**src/rtl/itrb_consts.svh**
```systemverilog
`ifndef ITRB_CONSTS_SVH
`define ITRB_CONSTS_SVH
`define ITRB_PORT_CTR0 2'h0
`define ITRB_PORT_CTR1 2'h1
`define ITRB_PORT_CTR2 2'h2
`define ITRB_PORT_CMD 2'h3
`define ITRB_SC_MSB 7
`define ITRB_SC_LSB 6
`define ITRB_SC_READBACK 2'h3
`define ITRB_RW_MSB 5
`define ITRB_RW_LSB 4
`define ITRB_RW_LATCH 2'h0
`define ITRB_RW_LSB_ONLY 2'h1
`define ITRB_RW_MSB_ONLY 2'h2
`define ITRB_RW_BOTH 2'h3
`define ITRB_RB_COUNT_N 5
`define ITRB_RB_STATUS_N 4
`define ITRB_MODE_MSB 3
`define ITRB_MODE_LSB 1
`define ITRB_MODE0 3'h0
`define ITRB_MODE1 3'h1
`define ITRB_MODE2 3'h2
`define ITRB_ST_OUT 7
`define ITRB_ST_NULL 6
`endif

```
**src/rtl/itrb_pkg.sv**
```systemverilog
package itrb_pkg;
  typedef struct packed {
    logic [5:0] ctl;
    logic [15:0] hold;
    logic [15:0] ce;
    logic [15:0] snap;
    logic [7:0] stat;
    logic snap_full;
    logic stat_full;
    logic snap_hi;
    logic wr_hi;
    logic null_cnt;
    logic out;
    logic armed;
    logic run;
    logic load_req;
    logic trig;
    logic clk_d;
    logic gate_d;
  } itrb_ch_t;
  typedef struct packed {
    logic [7:0] dout;
    logic dout_oe_n;
    logic [2:0] out;
  } itrb_io_t;
endpackage

```
**src/rtl/itrb_timer.sv**
```systemverilog
// Functional notes
// - Read-back acts only on counters whose select bits 3,2,1 are one.
// - Read-back with bit5 low snapshots count of each selected counter.
// - Snapshot holds until read or reprogram; later captures ignored.
// - Read-back with bit4 low captures status, read via counter port.
// - Status bits 5:0 are last control word bits 5:0, bit 7 is output level.
// - Status bit 6 flags a count not yet moved into counting element.
// - Before transfer, captures and reads show the old counting value.
// - Count plus status capture together; repeated captures ignored until read.
// - Status read first, then one or two count bytes, then live count.
// - Port decode by select, strobes and address; others float the bus.
// - Gate rise is trigger; clock pulse is rise then fall.
// - Mode 0 output low after control word, high at zero until rewrite.
// - Mode 0 gate high counts, low halts, no effect on output.
// - Mode 0 load on next pulse without decrement; output rises N+1 later.
// - Mode 0 first byte halts and drops output; second byte loads.
// - Mode 0 count written with gate low still loads on next pulse.
// - Mode 1 output drops on pulse after trigger, high at zero.
// - Mode 1 each trigger reloads count, output low for N pulses.
// - Mode 1 count written mid-pulse used only at next trigger.
// - Mode 2 output low one pulse at count one, then reloads.
// - Mode 2 gate low halts and forces output high; trigger reloads.
// - Mode 2 first count loads next pulse; later counts at trigger or wrap.
// - Control words and read-back only at the command port address.
// - Loads and decrements only on falling edge of counter clock.
// - Gate level used at clock fall; edge flag catches short triggers.
// - Control word write resets counter logic and output at once.
`timescale 1ns/1ps
`default_nettype none
`include "itrb_consts.svh"
module itrb_timer
  import itrb_pkg::*;
#(
  parameter int CHANNELS = 3
) (
  input wire logic ref_clk,
  input wire logic srst,
  input wire logic cs_n,
  input wire logic rd_n,
  input wire logic wr_n,
  input wire logic port_sel_hi,
  input wire logic port_sel_lo,
  input wire logic [7:0] din,
  output logic [7:0] dout,
  output logic dout_oe_n,
  input wire logic [CHANNELS-1:0] ctr_clk,
  input wire logic [CHANNELS-1:0] ctr_gate,
  output logic [CHANNELS-1:0] ctr_out
);
  typedef struct packed {
    itrb_ch_t [CHANNELS-1:0] ch;
    logic rd_d;
    logic wr_d;
    logic [7:0] dout;
    logic dout_oe_n;
  } itrb_state_t;

  itrb_state_t st;
  itrb_state_t next_st;

  logic [1:0] addr;
  logic rd_act;
  logic wr_act;
  logic rd_stb;
  logic wr_stb;

  assign addr = {port_sel_hi, port_sel_lo};
  // Strobes are level signals; act once on the leading edge of each access
  assign rd_act = !cs_n && !rd_n && wr_n;
  assign wr_act = !cs_n && !wr_n && rd_n;
  assign rd_stb = rd_act && !st.rd_d;
  assign wr_stb = wr_act && !st.wr_d;

  assign dout = st.dout;
  assign dout_oe_n = st.dout_oe_n;
  generate
    for (genvar g = 0; g < CHANNELS; g++) begin : g_out
      assign ctr_out[g] = st.ch[g].out;
    end
  endgenerate

  always_comb begin
    itrb_ch_t c;
    logic [2:0] mode;
    logic [1:0] rw;
    logic rise;
    logic fall;
    logic [15:0] live;
    logic sel;
    logic [15:0] nxt;
    logic two;
    c = '0;
    mode = '0;
    rw = '0;
    rise = 1'b0;
    fall = 1'b0;
    live = '0;
    sel = 1'b0;
    nxt = '0;
    two = 1'b0;
    next_st = st;
    next_st.rd_d = rd_act;
    next_st.wr_d = wr_act;
    next_st.dout_oe_n = !(rd_act && addr != `ITRB_PORT_CMD);
    for (int i = 0; i < CHANNELS; i++) begin
      c = st.ch[i];
      mode = c.ctl[`ITRB_MODE_MSB:`ITRB_MODE_LSB];
      rw = c.ctl[`ITRB_RW_MSB:`ITRB_RW_LSB];
      two = (rw == `ITRB_RW_BOTH);
      rise = ctr_clk[i] && !c.clk_d;
      fall = !ctr_clk[i] && c.clk_d;
      c.clk_d = ctr_clk[i];
      c.gate_d = ctr_gate[i];
      if (ctr_gate[i] && !st.ch[i].gate_d) begin
        c.trig = 1'b1;
      end
      live = c.ce;
      if (fall) begin
        if (mode == `ITRB_MODE0) begin
          if (c.load_req) begin
            c.ce = c.hold;
            c.load_req = 1'b0;
            c.null_cnt = 1'b0;
            c.run = 1'b1;
          end else if (c.run && ctr_gate[i]) begin
            nxt = c.ce - 16'h1;
            c.ce = nxt;
            if (nxt == 16'h0) begin
              c.out = 1'b1;
            end
          end
        end else if (mode == `ITRB_MODE1) begin
          if (c.trig && c.armed) begin
            c.ce = c.hold;
            c.null_cnt = 1'b0;
            c.out = 1'b0;
            c.run = 1'b1;
          end else if (c.run) begin
            nxt = c.ce - 16'h1;
            c.ce = nxt;
            if (nxt == 16'h0) begin
              c.out = 1'b1;
              c.run = 1'b0;
            end
          end
          c.trig = 1'b0;
        end else if (mode == `ITRB_MODE2) begin
          if (c.armed && (c.load_req || c.trig || (c.run && c.ce == 16'h1))) begin
            c.ce = c.hold;
            c.null_cnt = 1'b0;
            c.load_req = 1'b0;
            c.out = 1'b1;
            c.run = 1'b1;
          end else if (c.run && ctr_gate[i]) begin
            nxt = c.ce - 16'h1;
            c.ce = nxt;
            c.out = (nxt != 16'h1);
          end
          c.trig = 1'b0;
        end
      end else if (rise) begin
        // Edge flag cleared only by a mode 1 or 2 fall or a control word, so a short gate pulse survives
        c.trig = c.trig;
      end
      if (mode == `ITRB_MODE2 && !ctr_gate[i]) begin
        c.out = 1'b1;
      end
      // Bus writes to this counter's data port
      if (wr_stb && addr == 2'(i)) begin
        if (rw == `ITRB_RW_MSB_ONLY || (two && c.wr_hi)) begin
          c.hold[15:8] = din;
          if (rw == `ITRB_RW_MSB_ONLY) begin
            c.hold[7:0] = 8'h0;
          end
        end else begin
          c.hold[7:0] = din;
          if (rw == `ITRB_RW_LSB_ONLY) begin
            c.hold[15:8] = 8'h0;
          end
        end
        if (two && !c.wr_hi) begin
          c.wr_hi = 1'b1;
          if (mode == `ITRB_MODE0) begin
            c.run = 1'b0;
            c.out = 1'b0;
          end
        end else begin
          c.wr_hi = 1'b0;
          c.null_cnt = 1'b1;
          c.armed = 1'b1;
          if (mode == `ITRB_MODE0) begin
            c.load_req = 1'b1;
            c.out = 1'b0;
          end else if (mode == `ITRB_MODE2 && !c.run) begin
            c.load_req = 1'b1;
          end
        end
      end
      // Command port
      if (wr_stb && addr == `ITRB_PORT_CMD) begin
        if (din[`ITRB_SC_MSB:`ITRB_SC_LSB] == `ITRB_SC_READBACK) begin
          sel = din[i+1];
          if (sel && !din[`ITRB_RB_COUNT_N] && !c.snap_full) begin
            c.snap = live;
            c.snap_full = 1'b1;
            c.snap_hi = (rw == `ITRB_RW_MSB_ONLY);
          end
          if (sel && !din[`ITRB_RB_STATUS_N] && !c.stat_full) begin
            c.stat = {st.ch[i].out, st.ch[i].null_cnt, c.ctl};
            c.stat_full = 1'b1;
          end
        end else if (din[`ITRB_SC_MSB:`ITRB_SC_LSB] == 2'(i)) begin
          if (din[`ITRB_RW_MSB:`ITRB_RW_LSB] == `ITRB_RW_LATCH) begin
            if (!c.snap_full) begin
              c.snap = live;
              c.snap_full = 1'b1;
              c.snap_hi = (rw == `ITRB_RW_MSB_ONLY);
            end
          end else begin
            c.ctl = din[5:0];
            c.snap_full = 1'b0;
            c.stat_full = 1'b0;
            c.snap_hi = (din[`ITRB_RW_MSB:`ITRB_RW_LSB] == `ITRB_RW_MSB_ONLY);
            c.wr_hi = 1'b0;
            c.null_cnt = 1'b1;
            c.armed = 1'b0;
            c.run = 1'b0;
            c.load_req = 1'b0;
            c.trig = 1'b0;
            c.out = (din[`ITRB_MODE_MSB:`ITRB_MODE_LSB] != `ITRB_MODE0);
          end
        end
      end
      // Reads: status first, then snapshot bytes, then live count
      if (rd_stb && addr == 2'(i)) begin
        if (c.stat_full) begin
          next_st.dout = c.stat;
          c.stat_full = 1'b0;
        end else begin
          nxt = c.snap_full ? c.snap : live;
          next_st.dout = c.snap_hi ? nxt[15:8] : nxt[7:0];
          if (two && !c.snap_hi) begin
            c.snap_hi = 1'b1;
          end else begin
            c.snap_hi = (rw == `ITRB_RW_MSB_ONLY);
            c.snap_full = 1'b0;
          end
        end
      end
      next_st.ch[i] = c;
    end
  end

  always_ff @(posedge ref_clk) begin
    if (srst) begin
      st <= '0;
      st.dout_oe_n <= 1'b1;
    end else begin
      st <= next_st;
    end
  end
endmodule
`default_nettype wire

```
**config.mk**
```make
export PLATFORM = sky130hd
export DESIGN_NAME = itrb_timer
export DESIGN_NICKNAME = d
export VERILOG_FILES = /design/src/rtl/itrb_pkg.sv /design/src/rtl/itrb_timer.sv
export VERILOG_INCLUDE_DIRS = /design/src /design/src/rtl
export SDC_FILE = /design/constraint.sdc
export NUM_CORES = 1
export LEC_CHECK = 0
export ABC_CLOCK_PERIOD_IN_PS = 3100
export BUFFER_PORTS_ARGS = -buffer_cell sky130_fd_sc_hd__clkbuf_2
export CORE_ASPECT_RATIO = 1.5
export CORE_MARGIN = 2
export CORE_UTILIZATION = 40
export CTS_CLUSTER_DIAMETER = 200
export CTS_CLUSTER_SIZE = 25
export DETAILED_ROUTE_END_ITERATION = 6
export PLACE_DENSITY = 0.52
export SYNTH_ARGS = -nofsm -noshare
export SYNTH_HDL_FRONTEND = slang
export SYNTH_SLANG_ARGS = --single-unit
export TNS_END_PERCENT = 1
```
**constraint.sdc**
```tcl
create_clock -name ref_clk -period 3.1 [get_ports ref_clk]
set_input_delay 0.155 -clock ref_clk [delete_from_list [all_inputs] [get_ports ref_clk]]
set_output_delay 0.155 -clock ref_clk [all_outputs]
set_load 0.1 [all_outputs]
```
# == After elaboration in Yosys (flattened, before gate mapping) ==
# Index checks and enable logic that the tools add are counted.
# classes
add_sub_neg,3
n_eq_ne,35
mux,232
bitwise_logic,2
reduce_logical,132
# op_table
operator,n
16-bit two-way mux,45
8-bit two-way mux,21
1-bit two-way mux,118
34-bit two-way mux,3
1-bit logical AND,59
"16-bit by 1-bit equality test with 1-bit output, second input constant",3
16-bit zero test,3
2-bit two-way mux,24
"16-bit by 1-bit inequality test with 1-bit output, second input constant",3
"16-bit by 1-bit subtractor with 16-bit output, second input constant",3
7-bit two-way mux,6
1-bit zero test,32
10-bit two-way mux,3
3-bit two-way mux,9
"2-bit equality test, second input constant",11
6-bit two-way mux,3
3-bit nonzero test,5
2-bit AND reduction,6
4-bit AND reduction,3
"2-bit by 1-bit equality test with 1-bit output, second input constant",5
"3-bit by 1-bit equality test with 1-bit output, second input constant",3
"3-bit by 2-bit equality test with 1-bit output, second input constant",3
3-bit zero test,3
1-bit logical OR,9
9 further kinds,21
# word_totals
regBits,233
inputBits,21
output_inout_bits,12

# == Logic depth before layout (Yosys ltp) ==
# logic_depth
ltp_word,27
depth_mapped,12
ltp_nobuf,10

# == Least setup slack after synthesis ==
# No wires, ideal clock.
# synth_path
path_kind,reg2reg
from,register st[47] (netlist bit)
to,register st (netlist bit ctr_out[0])
setup_time_ps,117
arrival_ps,2553
required_time_ps,2983
path_slack_ps,430
path_stages_with_launch,12
n_path_buf,1
period_less_slack_ps,2670
path_cell_list,dfxtp_1 > inv_1 > ha_1 > or4b_1 > clkbuf_1 > or2_1 > xor2_1 > nand3_1 > nor4_1 > a21o_1 > a211o_1 > a32o_1
# synth_between
elab_chain_len,16
elab_cells_between_ends,25
cone_classes,add/sub: 1; eq/ne: 2; mux: 18; reduce/logical: 4
# synth_rtl
element,line,text
start: declaration,itrb_timer.sv:58,itrb_state_t st;
start signal: assignment,itrb_timer.sv:259,st <= next_st;
branches (longest 7 deep; another with 16-bit by 1-bit subtractor with 16-bit output),-,
2-bit two-way mux (*),itrb_timer.sv:119,if (mode == `ITRB_MODE0) begin
2-bit two-way mux (*),itrb_timer.sv:118,if (fall) begin
1-bit two-way mux (*),itrb_timer.sv:165,if (mode == `ITRB_MODE2 && !ctr_gate[i]) begin
1-bit two-way mux,"itrb_timer.sv:183, itrb_timer.sv:191",
6-bit two-way mux (*),itrb_timer.sv:169,if (wr_stb && addr == 2'(i)) begin
7-bit two-way mux,itrb_timer.sv:213,if (din[`ITRB_RW_MSB:`ITRB_RW_LSB] == `ITRB_RW_LATCH) begin
10-bit two-way mux,itrb_timer.sv:212,end else if (din[`ITRB_SC_MSB:`ITRB_SC_LSB] == 2'(i)) begin
7-bit two-way mux,itrb_timer.sv:201,if (din[`ITRB_SC_MSB:`ITRB_SC_LSB] == `ITRB_SC_READBACK) begin
34-bit two-way mux (*),itrb_timer.sv:200,if (wr_stb && addr == `ITRB_PORT_CMD) begin
# Every way passes the cells marked *.
# A chain may end at the register's enable or synchronous reset.

# == Worst setup path in the final report ==
# layout_path
from,input port wr_n
to,register st (netlist bit dout[2])
# layout_between
elab_chain_len,12
elab_cells_between_ends,26
cone_classes,mux: 15; reduce/logical: 11
# layout_rtl
element,line,text
start: declaration,itrb_timer.sv:40,"input wire logic wr_n,"
1-bit zero test,itrb_timer.sv:70,assign wr_act = !cs_n && !wr_n && rd_n;
1-bit logical AND (2 in a row),itrb_timer.sv:70,
1-bit logical AND,itrb_timer.sv:72,assign wr_stb = wr_act && !st.wr_d;
1-bit logical AND (no line),-,
34-bit two-way mux,itrb_timer.sv:200,
16-bit two-way mux,itrb_timer.sv:240,nxt = c.snap_full ? c.snap : live;
8-bit two-way mux,itrb_timer.sv:241,next_st.dout = c.snap_hi ? nxt[15:8] : nxt[7:0];
8-bit two-way mux,itrb_timer.sv:236,if (c.stat_full) begin
8-bit two-way mux (3 in a row),itrb_timer.sv:235,if (rd_stb && addr == 2'(i)) begin
# Parallel ways exist; a longest one is shown, timed or not. The select of a mux whose other input is x is not followed.

==> results.yml <==
floorplanning:
  core_area_mm2: 0.03396
  die-area_mm2: 0.03578
  die_y_um: 230.7
  die_w_um: 155.1
  num_rows: 83
  start_util: 0.4035
  io_pins: 33
synthesis:
  syn-cell-area_mm2: 0.01370
  syn_area_per_cell_um2: 7.781
  netlist_instances: 1761
  synth_seq_area_share: 0.3404
  synth_edf_count: 0
  synthFlopType: "dfxtp_1"
  synthesis.nets: 1792
  async_reset_ff_frac: 0
  synth_warnings: 0
  post_synth_num_cell_types: 90
  ys_ff_latch: 233
layout:
  fin_nets: 1846
  diodes: 0
  final_layout_size_suffix_gt1_frac: 0.1351
  instances_no_fill: 2239
  final_common_cell: "nor2_1"
  area_growth_pct: 11.93
  most-common-layout-cells: "nor2_1, dfxtp_1, nand2_1"
  fin_util: 0.4516
drt:
  drc_errors: 0
  finalWirelength_mm: 52.18
  route.detailed.vias_per_inst: 6.100
  wire_per_inst_um: 23.31
  drtIter0Drc: 975
  ant_nets: 0
  num_vias: 13658
  first_pass_iters: 7
pwr:
  p_total_mw: 5.645
  leakage_nw: 5.732
  vdd_drop_max_mv: 0.2708
  power_per_cell_area_mw_per_mm2: 368.1
worst_hold_path:
  hp-class: "in -> reg"
  hold_path_depth: 4
  hold_end: "dout_oe_n"
  min_from: "rd_n"
timing:
  drv_slew: 0
  hold_violations: 0
  period_share: 0.9692
  setup_violations: 0
  relSlewSlack: 0.3407
  fin_worst_skew_ps: 27.51
  rsz0062_at_grt: "false"
  hold_slack_ps: 13.80
  fmax_mhz: 332.8
  worstMarginPinSlew_ps: 986.8
  period_needed_ps: 3005
global_route:
  grt-ovfl-total: 0
  grt_max_degree: 45
  grt_pass1_vias: 13277
  antenna_found_initial: 1
  grt_use_total: 0.2863
  grt_pass1_wl_mm: 79.34
setup_path:
  end_kind: "register"
  start_kind: "input port"
  worstReg2RegEnd: "st[14]"
  reg2reg_from: "st[61]"
  path_max_fanout: 11
  slowest_stage: "or4b_4"
  crit_type: "in -> reg"
  cp.arrival_ps: 3380
  crit_chain: "dlygate4sd3_1 -> clkbuf_2 -> or4b_4 -> buf_4 -> a2111oi_2 -> a21oi_1 -> a21oi_2 -> buf_4 -> mux4_2 -> a21oi_1 -> o32ai_1"
  reg2regPathDepth: 9
  required_ps: 3480
  max_stage_delay_ps: 610
  timing.reg2reg.setup_slack_ps: 120
clocking:
  post-cts-setup-buffer-count: 0
  tritoncts: "yes"
  htreeDepth: 1
  clkTransAtPathRegs_ps: 110
  cts_sinks: 233
  ctsLongestPathBuffers: 3
  cts_made_buffers: 13
  clock_latency_ps: 500
  cts-root-buf: "clkbuf_16"
job:
  cap_violations: 0
status:
  outcome: "finished clean"
place:
  place_inst: 2215
  globalplace.congestion: 0.9580
  port_buffers: 32
  place_hpwl_mm: 39.03
cell usage after synthesis, drive strengths merged (12+ instances only):
library cell	count	share of area
a211oi	23	0.013
a21oi	150	0.055
a22oi	36	0.021
a31oi	14	0.0064
buf	32	0.015
clkbuf	112	0.031
dfxtp	233	0.34
inv	24	0.0066
mux2i	98	0.072
mux4	12	0.020
nand2	179	0.050
nand2b	26	0.012
nand3	53	0.019
nor2	256	0.072
nor2b	14	0.0064
nor3	58	0.022
nor4	21	0.012
o211ai	15	0.0082
o21a	13	0.0071
o21ai	115	0.042
o221ai	12	0.0077
o22ai	13	0.0064
o31ai	18	0.0099
or3	18	0.0086
xnor2	26	0.017
xor2	26	0.017
flip-flops by register name, indices dropped and copies added, names as in the netlist:
register,cells
dout_oe_n,1
ctr_out,3
st,221
dout,8
through the flow:
step	cell area [um2]	setup WS [ps]	TNS, ps
2_1_floorplan	13700	430.0	0
4_1_cts	15310	14.50	0
3_5_place_dp	14870	-3.368	-3.368
6_report	15340	95.41	0
3_3_place_gp	14870	61.65	0
5_1_grt	15340	5.200	0
power breakdown:
group | total [mW] | internal [mW] | switching [mW]
Combinational | 0.736 | 0.237 | 0.499
Clock | 1.85 | 0.779 | 1.08
Sequential | 3.06 | 3.02 | 0.0308
kinds of logic after synthesis:
family	after synthesis	share of synthesized area
xor gates and xnor gates	52	0.03324
buffers and inverters	168	0.05232
and+or+nand+nor	689	0.2371
adders and majority gates	10	0.009132
AOI/OAI and AO/OA	498	0.2356
muxes	111	0.09214
DFF	233	0.3404
critical path: cells and delay by family:
family,cells,cell delay [ps]
muxes,1,320
and+or+nand+nor,1,610
buffers and inverters,4,1100
AOI/OAI and AO/OA,5,1190
worst max-delay path by stage:
stage / from / endpoint / depth (start not counted)
after global placement: cs_n / dout[7] / 11
after CTS: wr_n / dout[7] / 12
after floorplan: st[47] / ctr_out[0] / 11
after global routing: wr_n / dout[7] / 12
final: wr_n / dout[2] / 11
after detailed placement: cs_n / dout[7] / 11
final cells by class:
| cell class | count | area [um2] |
|---|---|---|
| Clock buffer | 13 | 325.3 |
| Clock inverter | 1 | 20.02 |
| Fill cell | 3536 | 18620 |
| Inverter | 24 | 90.09 |
| Multi-Input combinational cell | 1360 | 8367 |
| Sequential cell | 233 | 4664 |
| Tap cell | 425 | 531.8 |
| Timing Repair Buffer | 183 | 1338 |
layer usage:
metal	up-vias	part of all wire	GRT usage
met3	158	0.042	0.02403
met4	2	0.065	0.1742
met2	451	0.52	0.5246
met1	6605	0.38	0.3183
li1	6442	-	-
met5	-	0.00021	0
what timing repair did:
item,in CTS,in global routing
hold endpoints to repair,9,0
resized for setup,0,6
hold buffers,10,0
endpoints found under the setup margin,0,6
Note: power is estimated with default switching activity, not from simulation.
